### src/rtl/scr_cfg.svh
`ifndef SCR_CFG_SVH
`define SCR_CFG_SVH

// ********************************************************************
// register indices (byte address = index * 4)
// ********************************************************************
`define SCR_ADDR_W        12
`define SCR_IDX_CALIB     8'h1b
`define SCR_IDX_AMP       8'h1c
`define SCR_IDX_MATCH     8'h1d
`define SCR_IDX_PHASE     8'h1e
`define SCR_IDX_GAIN      8'h1f
`define SCR_IDX_STATUS    8'h3f

// ********************************************************************
// reset values
// ********************************************************************
`define SCR_RST_CALIB     8'h05
`define SCR_RST_AMP       8'h0f
`define SCR_RST_MATCH     8'h00
`define SCR_RST_PHASE     8'h00
`define SCR_RST_GAIN      8'h00

// ********************************************************************
// calibration time in reference periods, per duration code
// ********************************************************************
`define SCR_CAL_REF_C0    90000
`define SCR_CAL_REF_C1    110000
`define SCR_CAL_REF_C2    130000
`define SCR_CAL_REF_C3    200000
`define SCR_CNT_W         18

`endif

### src/rtl/scr_pkg.sv
package scr_pkg;

    // calibration control byte as laid out in the register
    typedef struct packed {
        logic       start;
        logic       dual;
        logic [1:0] wait_sel;
        logic       rsvd;
        logic [2:0] seed;
    } scr_calib_t;

    typedef struct packed {
        logic [3:0] strong_array_level;
        logic [3:0] weak_array_level;
    } scr_amp_t;

    typedef struct packed {
        logic [3:0] rx_cap;
        logic [3:0] tx_cap;
    } scr_match_t;

    typedef enum logic [1:0] {
        SCR_IDLE  = 2'b00,
        SCR_RUN   = 2'b01,
        SCR_STORE = 2'b11
    } scr_cal_state_t;

endpackage

### src/rtl/scr_regs.sv
// Notes on behaviour
// - a 0-to-1 change of the calibration trigger bit starts a calibration when the sequencer is idle; a low bit leaves it idle.
// - results go to the set picked by the frequency select input, or to both sets when the dual option is 1.
// - the duration code picks 90000, 110000, 130000 or 200000 reference periods of calibration.
// - the DAC seed field gives a DAC start value of field plus one, 1 to 8, and resets to 5.
// - the upper amplifier nibble sets the strong array, 0 off, 15 maximum, reset 0.
// - the lower amplifier nibble sets the weak array, 0 off, 15 maximum, reset 15.
// - the upper matching nibble selects the receive capacitor array, reset 0.
// - the lower matching nibble selects the transmit capacitor array, reset 0.
// - the phase trim is a signed byte passed on unchanged as a two's complement code.
// - the gain trim is a signed byte passed on unchanged as a two's complement code.
// - calibration time is counted in periods of the synthesizer reference clock.
//
// Chosen here: register access over APB.
`include "scr_cfg.svh"
`timescale 1ns/1ps
`default_nettype none

module scr_regs
    import scr_pkg::*;
#(
    parameter int CAL_REF_C0 = `SCR_CAL_REF_C0,
    parameter int CAL_REF_C1 = `SCR_CAL_REF_C1,
    parameter int CAL_REF_C2 = `SCR_CAL_REF_C2,
    parameter int CAL_REF_C3 = `SCR_CAL_REF_C3
) (
    input  wire logic                   pclk,          // bus clock
    input  wire logic                   presetn,       // async reset, low
    input  wire logic                   psel,          // apb select
    input  wire logic                   penable,       // apb access phase
    input  wire logic                   pwrite,        // apb direction
    input  wire logic [`SCR_ADDR_W-1:0] paddr,         // apb byte address
    input  wire logic [31:0]            pwdata,        // apb write data
    input  wire logic [3:0]             pstrb,         // apb byte strobes
    output logic      [31:0]            prdata,        // apb read data
    output logic                        pready,        // apb ready
    output logic                        pslverr,       // apb error
    input  wire logic                   ref_tick,      // reference period
    input  wire logic                   freq_sel,      // set b when high
    output logic                        cal_busy,      // calibrating
    output logic                        cal_store_a,   // store to set a
    output logic                        cal_store_b,   // store to set b
    output logic      [3:0]             cal_dac_start, // dac start 1..8
    output scr_amp_t                    amp_level,     // array levels
    output scr_match_t                  match_trim,    // matching caps
    output logic      [7:0]             phase_trim,    // signed phase
    output logic      [7:0]             gain_trim      // signed gain
);

    // ****************************************************************
    // functions
    // ****************************************************************
    function automatic logic [`SCR_CNT_W-1:0] cal_limit(
        input logic [1:0] code
    );
        logic [`SCR_CNT_W-1:0] r;
        r = '0;
        unique case (code)
            2'h0: r = `SCR_CNT_W'(CAL_REF_C0);
            2'h1: r = `SCR_CNT_W'(CAL_REF_C1);
            2'h2: r = `SCR_CNT_W'(CAL_REF_C2);
            2'h3: r = `SCR_CNT_W'(CAL_REF_C3);
        endcase
        return r;
    endfunction

    function automatic logic [3:0] dac_start(input logic [2:0] seed);
        return {1'b0, seed} + 4'h1;
    endfunction

    // ****************************************************************
    // bus decode
    // ****************************************************************
    scr_calib_t            calib_q;
    scr_amp_t              amp_q;
    scr_match_t            match_q;
    logic [7:0]            phase_q;
    logic [7:0]            gain_q;
    scr_cal_state_t        state_q;
    logic [`SCR_CNT_W-1:0] cnt_q;
    logic                  store_a_q;
    logic                  store_b_q;
    logic [31:0]           rdata_d;
    logic                  mapped;
    logic                  wr_en;
    logic [7:0]            idx;
    logic                  trig_rise;
    scr_calib_t            wr_calib;
    logic [`SCR_CNT_W-1:0] limit_q;
    logic                  at_limit;

    assign idx   = paddr[9:2];
    assign wr_en = psel && penable && pwrite && pstrb[0] && mapped;

    always_comb begin
        mapped  = 1'b1;
        rdata_d = 32'h0;
        unique case (idx)
            `SCR_IDX_CALIB:  rdata_d[7:0] = {calib_q[7:4], 1'b0,
                                             calib_q[2:0]};
            `SCR_IDX_AMP:    rdata_d[7:0] = amp_q;
            `SCR_IDX_MATCH:  rdata_d[7:0] = match_q;
            `SCR_IDX_PHASE:  rdata_d[7:0] = phase_q;
            `SCR_IDX_GAIN:   rdata_d[7:0] = gain_q;
            // read-only sequencer state, for software polling
            `SCR_IDX_STATUS: rdata_d[1:0] = state_q;
            default:         mapped       = 1'b0;
        endcase
        if (paddr[`SCR_ADDR_W-1:10] != '0) begin
            mapped  = 1'b0;
            rdata_d = 32'h0;
        end
    end

    // zero wait states keep every access to exactly two cycles
    assign pready  = 1'b1;
    // a refused access still completes, it only flags the error
    assign pslverr = psel && penable && !mapped;

    // read data captured in the setup cycle, stable through access
    always_ff @(posedge pclk or negedge presetn) begin
        if (!presetn) begin
            prdata <= 32'h0;
        end else if (psel && !penable && !pwrite) begin
            prdata <= rdata_d;
        end
    end

    // ****************************************************************
    // register storage
    // ****************************************************************
    always_ff @(posedge pclk or negedge presetn) begin
        if (!presetn) begin
            calib_q <= `SCR_RST_CALIB;
        end else if (wr_en && idx == `SCR_IDX_CALIB) begin
            // reserved bit kept low whatever is written
            calib_q <= {pwdata[7:4], 1'b0, pwdata[2:0]};
        end
    end

    always_ff @(posedge pclk or negedge presetn) begin
        if (!presetn) begin
            amp_q <= `SCR_RST_AMP;
        end else if (wr_en && idx == `SCR_IDX_AMP) begin
            amp_q <= pwdata[7:0];
        end
    end

    always_ff @(posedge pclk or negedge presetn) begin
        if (!presetn) begin
            match_q <= `SCR_RST_MATCH;
        end else if (wr_en && idx == `SCR_IDX_MATCH) begin
            match_q <= pwdata[7:0];
        end
    end

    always_ff @(posedge pclk or negedge presetn) begin
        if (!presetn) begin
            phase_q <= `SCR_RST_PHASE;
            gain_q  <= `SCR_RST_GAIN;
        end else if (wr_en) begin
            if (idx == `SCR_IDX_PHASE) begin
                phase_q <= pwdata[7:0];
            end
            if (idx == `SCR_IDX_GAIN) begin
                gain_q <= pwdata[7:0];
            end
        end
    end

    // ****************************************************************
    // calibration sequencer
    // ****************************************************************
    // only a written 0-to-1 change counts; a repeated 1 is no edge
    assign trig_rise = wr_en && idx == `SCR_IDX_CALIB && pwdata[7]
                       && !calib_q.start;
    assign wr_calib  = pwdata[7:0];
    assign at_limit  = cnt_q == limit_q;

    // duration frozen at start: a rewrite mid-run could drop the limit
    // below the count and let the counter wrap round
    always_ff @(posedge pclk or negedge presetn) begin
        if (!presetn) begin
            limit_q <= '0;
        end else if (state_q == SCR_IDLE && trig_rise) begin
            limit_q <= cal_limit(wr_calib.wait_sel);
        end
    end

    always_ff @(posedge pclk or negedge presetn) begin
        if (!presetn) begin
            state_q <= SCR_IDLE;
        end else begin
            // a trigger during run or store is dropped, not queued
            unique case (state_q)
                SCR_IDLE: if (trig_rise) begin
                    state_q <= SCR_RUN;
                end
                SCR_RUN: if (at_limit) begin
                    state_q <= SCR_STORE;
                end
                SCR_STORE: state_q <= SCR_IDLE;
                default:   state_q <= SCR_IDLE;
            endcase
        end
    end

    // counts reference periods, not bus cycles
    always_ff @(posedge pclk or negedge presetn) begin
        if (!presetn) begin
            cnt_q <= '0;
        end else if (state_q != SCR_RUN) begin
            cnt_q <= '0;
        end else if (ref_tick) begin
            cnt_q <= cnt_q + `SCR_CNT_W'(1);
        end
    end

    always_ff @(posedge pclk or negedge presetn) begin
        if (!presetn) begin
            store_a_q <= 1'b0;
            store_b_q <= 1'b0;
        end else begin
            // set select and dual option taken at the last run cycle
            store_a_q <= state_q == SCR_RUN
                         && at_limit
                         && (calib_q.dual || !freq_sel);
            store_b_q <= state_q == SCR_RUN
                         && at_limit
                         && (calib_q.dual || freq_sel);
        end
    end

    // ****************************************************************
    // outputs
    // ****************************************************************
    assign cal_busy      = state_q != SCR_IDLE;
    assign cal_store_a   = store_a_q;
    assign cal_store_b   = store_b_q;
    assign cal_dac_start = dac_start(calib_q.seed);
    assign amp_level     = amp_q;
    assign match_trim    = match_q;
    assign phase_trim    = phase_q;
    assign gain_trim     = gain_q;
endmodule // scr_regs

`default_nettype wire

### config.mk
export PLATFORM = sky130hd
export DESIGN_NAME = scr_regs
export DESIGN_NICKNAME = d
export VERILOG_FILES = /design/src/rtl/scr_pkg.sv /design/src/rtl/scr_regs.sv
export VERILOG_INCLUDE_DIRS = /design/src /design/src/rtl
export SDC_FILE = /design/constraint.sdc
export NUM_CORES = 1
export LEC_CHECK = 0
export ABC_AREA = 1
export ABC_CLOCK_PERIOD_IN_PS = 3830
export BUFFER_PORTS_ARGS = -buffer_cell sky130_fd_sc_hd__buf_2
export CAP_MARGIN = 20
export CELL_PAD_IN_SITES_DETAIL_PLACEMENT = 1
export CELL_PAD_IN_SITES_GLOBAL_PLACEMENT = 2
export CORE_MARGIN = 2
export CORE_UTILIZATION = 28
export DETAILED_ROUTE_END_ITERATION = 12
export GPL_ROUTABILITY_DRIVEN = 0
export MAX_ROUTING_LAYER = met4
export PLACE_DENSITY = 0.86
export SETUP_SLACK_MARGIN = 0.5
export SLEW_MARGIN = 15
export SYNTH_ARGS = -nofsm -noshare
export SYNTH_HDL_FRONTEND = slang
export SYNTH_SLANG_ARGS = --single-unit
### constraint.sdc
create_clock -name pclk -period 3.83 [get_ports pclk]
set_input_delay 0.766 -clock pclk [delete_from_list [all_inputs] [get_ports pclk]]
set_output_delay 0.766 -clock pclk [all_outputs]
set_load 0.01 [all_outputs]
==> results of run 1 <==
-- worst max-delay path by stage --
stage | start | end | slack, ns | cells past startpoint
floorplan | paddr[8] | pslverr | 1.67 | 6
global placement | paddr[5] | limit_q[17] | 1.18 | 11
detailed placement | paddr[4] | limit_q[17] | 1.09 | 11
CTS | paddr[5] | pslverr | 1.22 | 8
global route | paddr[5] | pslverr | 1.15 | 8
finish | paddr[5] | pslverr | 1.24 | 8
-- final cells by class --
cell class	instances	share of cell area
tap	184	0.0469
multi-input combinational	349	0.359
clock buffer	10	0.0467
sequential	77	0.394
clock inverter	6	0.0130
timing repair buffer	78	0.0867
inverter	70	0.0536
-- registers in the layout, indices dropped and copies added (netlist names) --
signal,flops
amp_level,8
cal_store_a,1
cal_store_b,1
calib_q,7
cnt_q,18
gain_trim,8
limit_q,8
match_trim,8
phase_trim,8
prdata,8
state_q,2
-- cells in the mapped netlist (all sizes together) --
| cell | instances | share of area |
|---|---|---|
| nand2 | 104 | 0.097 |
| o21ai | 77 | 0.10 |
| dfrtp | 71 | 0.43 |
| inv | 70 | 0.064 |
| nor2 | 43 | 0.045 |
| buf | 34 | 0.060 |
| nand3 | 30 | 0.042 |
| nor3 | 21 | 0.027 |
| a21oi | 13 | 0.016 |
| ha | 9 | 0.027 |
| nand4 | 7 | 0.011 |
| dfstp | 6 | 0.038 |
| o22ai | 4 | 0.0061 |
| o21a | 3 | 0.0055 |
| clkbuf | 2 | 0.0018 |
| conb | 2 | 0.0018 |
| o21bai | 2 | 0.0036 |
| or2 | 2 | 0.0030 |
| xnor2 | 2 | 0.0042 |
| a211oi | 1 | 0.0018 |
| nand3b | 1 | 0.0049 |
| nor3b | 1 | 0.0018 |
| o2111ai | 1 | 0.0021 |
| o211a | 1 | 0.0024 |
| o211ai | 1 | 0.0018 |
| xor2 | 1 | 0.0021 |
-- where the power goes --
group / total (W) / switching [W] / internal [W]
Sequential: 0.000902 / 0.0000505 / 0.000851
Combinational: 0.000205 / 0.000136 / 0.0000694
Clock: 0.000856 / 0.000353 / 0.000504
-- stage by stage --
stage | area, um^2 | hold WS [ns] | worst slack [ns] | std cells
after floorplan | 4210 | 0.464 | 1.67 | 532
after global routing | 4910 | 0.292 | 1.15 | 774
after global placement | 4590 | 0.468 | 1.18 | 757
after CTS | 4880 | 0.502 | 1.22 | 773
after detailed placement | 4590 | 0.479 | 1.09 | 757
final | 4910 | 0.287 | 1.24 | 774
-- cell usage in the layout (no fill, tap or decap), types with 2 or more instances in the layout --
cell,Yosys,final
nand2_2,4,4
nor2_2,6,6
clkbuf_16,0,9
clkinv_2,0,2
nand3_2,2,2
o21bai_1,2,2
o21a_1,3,3
clkinvlp_4,0,2
o22ai_1,4,4
ha_1,9,9
o21ai_0,54,54
buf_4,27,5
dfstp_2,6,6
nand4_1,7,7
conb_1,2,25
nor3_1,20,20
nand2_1,100,100
dfrtp_1,71,71
buf_2,4,72
nor2_1,36,36
inv_1,69,69
o21ai_2,8,8
nand3_1,27,27
xnor2_1,2,2
o21ai_1,15,15
a21oi_1,13,13
-- cells by family after synthesis --
kind of cell / after synthesis / synth area share
buffers and inverters: 106 / 0.126
AOI/OAI and AO/OA: 103 / 0.140
DFF: 77 / 0.469
and+or+nand+nor: 209 / 0.230
other: 2 / 0.00182
adders and majority gates: 9 / 0.0273
xor gates and xnor gates: 3 / 0.00637
-- per-layer routing --
layer  vias up  part of all wire  track usage
met3        18             0.044       0.0347
met2        72              0.49        0.268
li1       1742                 -            -
met4         0             0.020       0.0575
met1      1795              0.44        0.188
met5         -                 0            -
-- critical path, stage by stage --
cell,delay (ns)
buf_2,0.10
nand2_1,0.15
nor2_1,0.08
buf_4,0.19
nand2_1,0.12
nand3_2,0.13
a21oi_1,0.15
buf_2,0.14
==> flow_summary.ini, run 1 <==
[outcome]
outcome = complete, no violations

[detailed_routing]
drt_pre_antenna_iters = 4
drt_iter0_markers = 177
routed_via_density = 4.69
routed-via-count = 3627
drc = 0
ant_nets = 0
wl_um = 11700
wl_per_cell_um = 15.1

[timing]
grt_setup_unrepaired = false
clock_skew_ns = 0.00659
finalSetupViolCount = 0
hold_violations = 0
setup_tns_ns = 0
fmax_mhz = 386
slew-limit-headroom = 0.461
timing.final.crit_share = 0.677
min_period_ns = 2.59
slew_viol_final = 0
worst_pin_slew_ns = 0.809

[clocking]
insertion_delay_ns = 0.35
cts-root-buf = clkbuf_16
ctsResizeCount = 0
cts_hold_buf = 0
cts_setup_buffers = 0
numCtsBuffers = 9
cts_tree = yes
clock_sinks = 77
htreeDepth = 3
ctsLongestPathBuffers = 2
path_clk_slew_ns = 0.06

[hold_path]
hold_class = input pin to async pin

[floorplanning]
ios = 128
coreArea_um2 = 14500
rows = 44
die_h_um = 125
initial_core_util = 0.285
die_w_um = 125
die_area_um2 = 15700

[worst_setup_path]
startpoint_type = input pin
r2r-end = cnt_q[17]
reg2reg_from = cnt_q[3]
worst-setup-path-type = input pin to output port
crit_required_ns = 3.06
reg2regPathDepth = 10
endpoint_kind = output port
reg2reg_slack_ns = 1.98
cp_max_fo = 11
crit_arrival_ns = 1.83

[final_layout]
fill_cells = 1803
multiInputGateArea_um2 = 1760
postLayoutCoreUtil = 0.339
syn_to_final_growth_pct = 18.9
fin_nets = 649
seqCellArea_um2 = 1930
num_antenna_cells = 0
drive_gt1_frac = 0.212

[logic_synthesis]
avgSynthCellArea_um2 = 8.11
synth-seq-area-share = 0.469
ys_warn_count = 0
synthesis.area_um2 = 4130
ys_ff_latch = 77
syn_inst = 509
ys_types = 39

[placement]
portBuffers = 73
dp_hpwl_um = 8750

[pwr]
ir_drop_v = 0.000173
p_per_area_nw_per_um2 = 400
p_leak_nw = 2.50
total_power_w = 0.00196

[job]
drv_cap = 0

[grt]
grt_pass1_vias = 3855
grt_pass1_wl_um = 19400
grt_usage = 0.159
antenna_found_initial = 0
grt_overflow = 0
grt_max_degree = 78
Power figures use the tool's default switching activity.
==> run 2: changes to the inputs <==
ABC_CLOCK_PERIOD_IN_PS = 2700   (was 3830)
clock period = 2.7 ns   (was 3.83 ns; I/O delays follow)
==> run 2 against run 1 <==
Compared with the run above: register-to-register slack worse by 1.1 ns; non-clock buffer count is 1 higher; total power is 46% higher; clock-buffer cell count is 1 higher; clock skew is 0.0023 ns higher; critical path depth is 1 higher; die area stayed put; worst setup slack worse by 0.52 ns; combinational power is 44% higher; sequential power is 42% higher; cell count stayed put; design area is 0.71% higher; critical endpoint is now amp_level[4]; largest power group is now the clock network; highest routed layer unchanged.
==> flow_summary.ini, run 2 (same netlist as run 1, synthesis figures left out) <==
[grt]
grt_max_degree = 47
antenna_found_initial = 0
grt_overflow = 0
grt_usage = 0.163
grt_pass1_vias = 3785
grt_pass1_wl_um = 19900

[worst_setup_path]
reg2reg_from = cnt_q[3]
cp_max_fo = 20
crit_required_ns = 2.90
cp_cell_sequence = buf_2, inv_1, nand2_1, nor2_2, buf_4, nand2_1, or2_1, nand2_1, o21ai_2
reg2reg_slack_ns = 0.85
critical-path-slowest-cell = or2_1
startpoint_type = input pin
crit_arrival_ns = 2.17
reg2regPathDepth = 10
worst-setup-path-type = input pin to flip-flop
r2r-end = cnt_q[17]
endpoint_kind = flip-flop
cp_common_cell = nand2_1
cp_slowest_stage_delay_ns = 0.55

[final_layout]
fill_cells = 1778
layout_common_cells = nand2_1, buf_2, dfrtp_1
syn_to_final_growth_pct = 19.7
fin_nets = 650
drive_gt1_frac = 0.212
num_antenna_cells = 0
fin_area_um2 = 4940
multiInputGateArea_um2 = 1770
top_register = cnt_q
final_common_cell = nand2_1
largest_reg_flops = 18
seqCellArea_um2 = 1930

[outcome]
outcome = complete, no violations

[placement]
placed_cell_area_um2 = 4610
dp_hpwl_um = 9150
dpl_worst_slack_ns = 0.284
portBuffers = 73

[timing]
slew-limit-headroom = 0.472
hold_violations = 0
worst_pin_slew_ns = 0.791
fmax_mhz = 505
setup_tns_ns = 0
worst_slack_ns = 0.721
finalSetupViolCount = 0
clock_skew_ns = 0.00885
grt_setup_unrepaired = false
hold_ws_ns = 0.151
min_period_ns = 1.98
timing.final.crit_share = 0.733
slew_viol_final = 0

[pwr]
swShare = 0.257
p_sw_w = 0.000739
ir_drop_v = 0.000258
p_per_area_nw_per_um2 = 582
pwr-share-seq = 0.447
total_power_w = 0.00287
p_int_w = 0.00213
pwr-share-clk = 0.451
p_leak_nw = 2.52
power_frac_comb = 0.103

[clocking]
clock_sinks = 77
path_clk_slew_ns = 0.06
insertion_delay_ns = 0.34
cts_setup_buffers = 0
cts_tree = yes
numCtsBuffers = 9
cts_hold_buf = 0
ctsLongestPathBuffers = 2
cts-root-buf = clkbuf_16
htreeDepth = 3

[job]
drv_cap = 0

[floorplanning]
die_area_um2 = 15700
initial_core_util = 0.285
ios = 128
coreArea_um2 = 14500
rows = 44
die_w_um = 125
die_h_um = 125

[detailed_routing]
wl_per_cell_um = 15.6
drt_iter0_markers = 219
ant_nets = 0
wl_um = 12100
drc = 0
drt_pre_antenna_iters = 4
routed-via-count = 3616
routed_via_density = 4.67

[hold_path]
hold_class = input pin to async pin
[run 2: area by class of cell]
cell class,count,area share
clock buffers,11,0.0491
clock inverters,4,0.0147
inverters,70,0.0532
multi-input cells,349,0.359
flip-flops and latches,77,0.391
well taps,184,0.0466
repair buffers,79,0.0861
[run 2: power groups by stage]
stage | Clock [W] | Combinational (W) | Sequential [W]
6_report | 0.00129 | 0.000296 | 0.00128
5_1_grt | 0.00138 | 0.000336 | 0.00129
4_1_cts | 0.00133 | 0.000300 | 0.00128
3_5_place_dp | 0 | 0.000296 | 0.00130
3_3_place_gp | 0 | 0.000278 | 0.00130
2_1_floorplan | 0 | 0.000210 | 0.00128
[run 2: critical path, delay by kind of cell]
| kind | cells | cell delay (ns) |
|---|---|---|
| and+or+nand+nor | 5 | 1.13 |
| buffers and inverters | 3 | 0.45 |
| AOI/OAI and AO/OA | 1 | 0.06 |
[run 2: metrics by stage]
stage | util | instances
4_1_cts | 0.340 | 774
5_1_grt | 0.341 | 774
3_5_place_dp | 0.319 | 759
6_report | 0.341 | 774
3_3_place_gp | 0.319 | 759
2_1_floorplan | - | 532
[run 2: how the worst max path moves through the flow]
stage	slack, ns	cells after the start	startpoint	to
after floorplan	0.87	11	paddr[7]	amp_level[6]
after global placement	0.41	8	paddr[7]	phase_trim[0]
after detailed placement	0.28	8	paddr[7]	phase_trim[5]
after CTS	0.62	8	paddr[7]	phase_trim[5]
after global routing	0.57	9	paddr[7]	amp_level[4]
final	0.72	9	paddr[7]	amp_level[4]
[run 2: what timing repair did]
| item | in CTS | in global routing |
|---|---|---|
| setup endpoints to repair | 0 | 10 |
| resized for setup | 0 | 2 |
| hold endpoints to repair | 0 | 0 |
[run 2: routing by layer]
layer | wire (um) | vias to the layer above | global-route usage
met4 | 153 | 0 | 0.0438
met3 | 432 | 10 | 0.0308
met5 | 0 | - | -
met1 | 5440 | 1782 | 0.204
li1 | - | 1741 | -
met2 | 6020 | 83 | 0.273
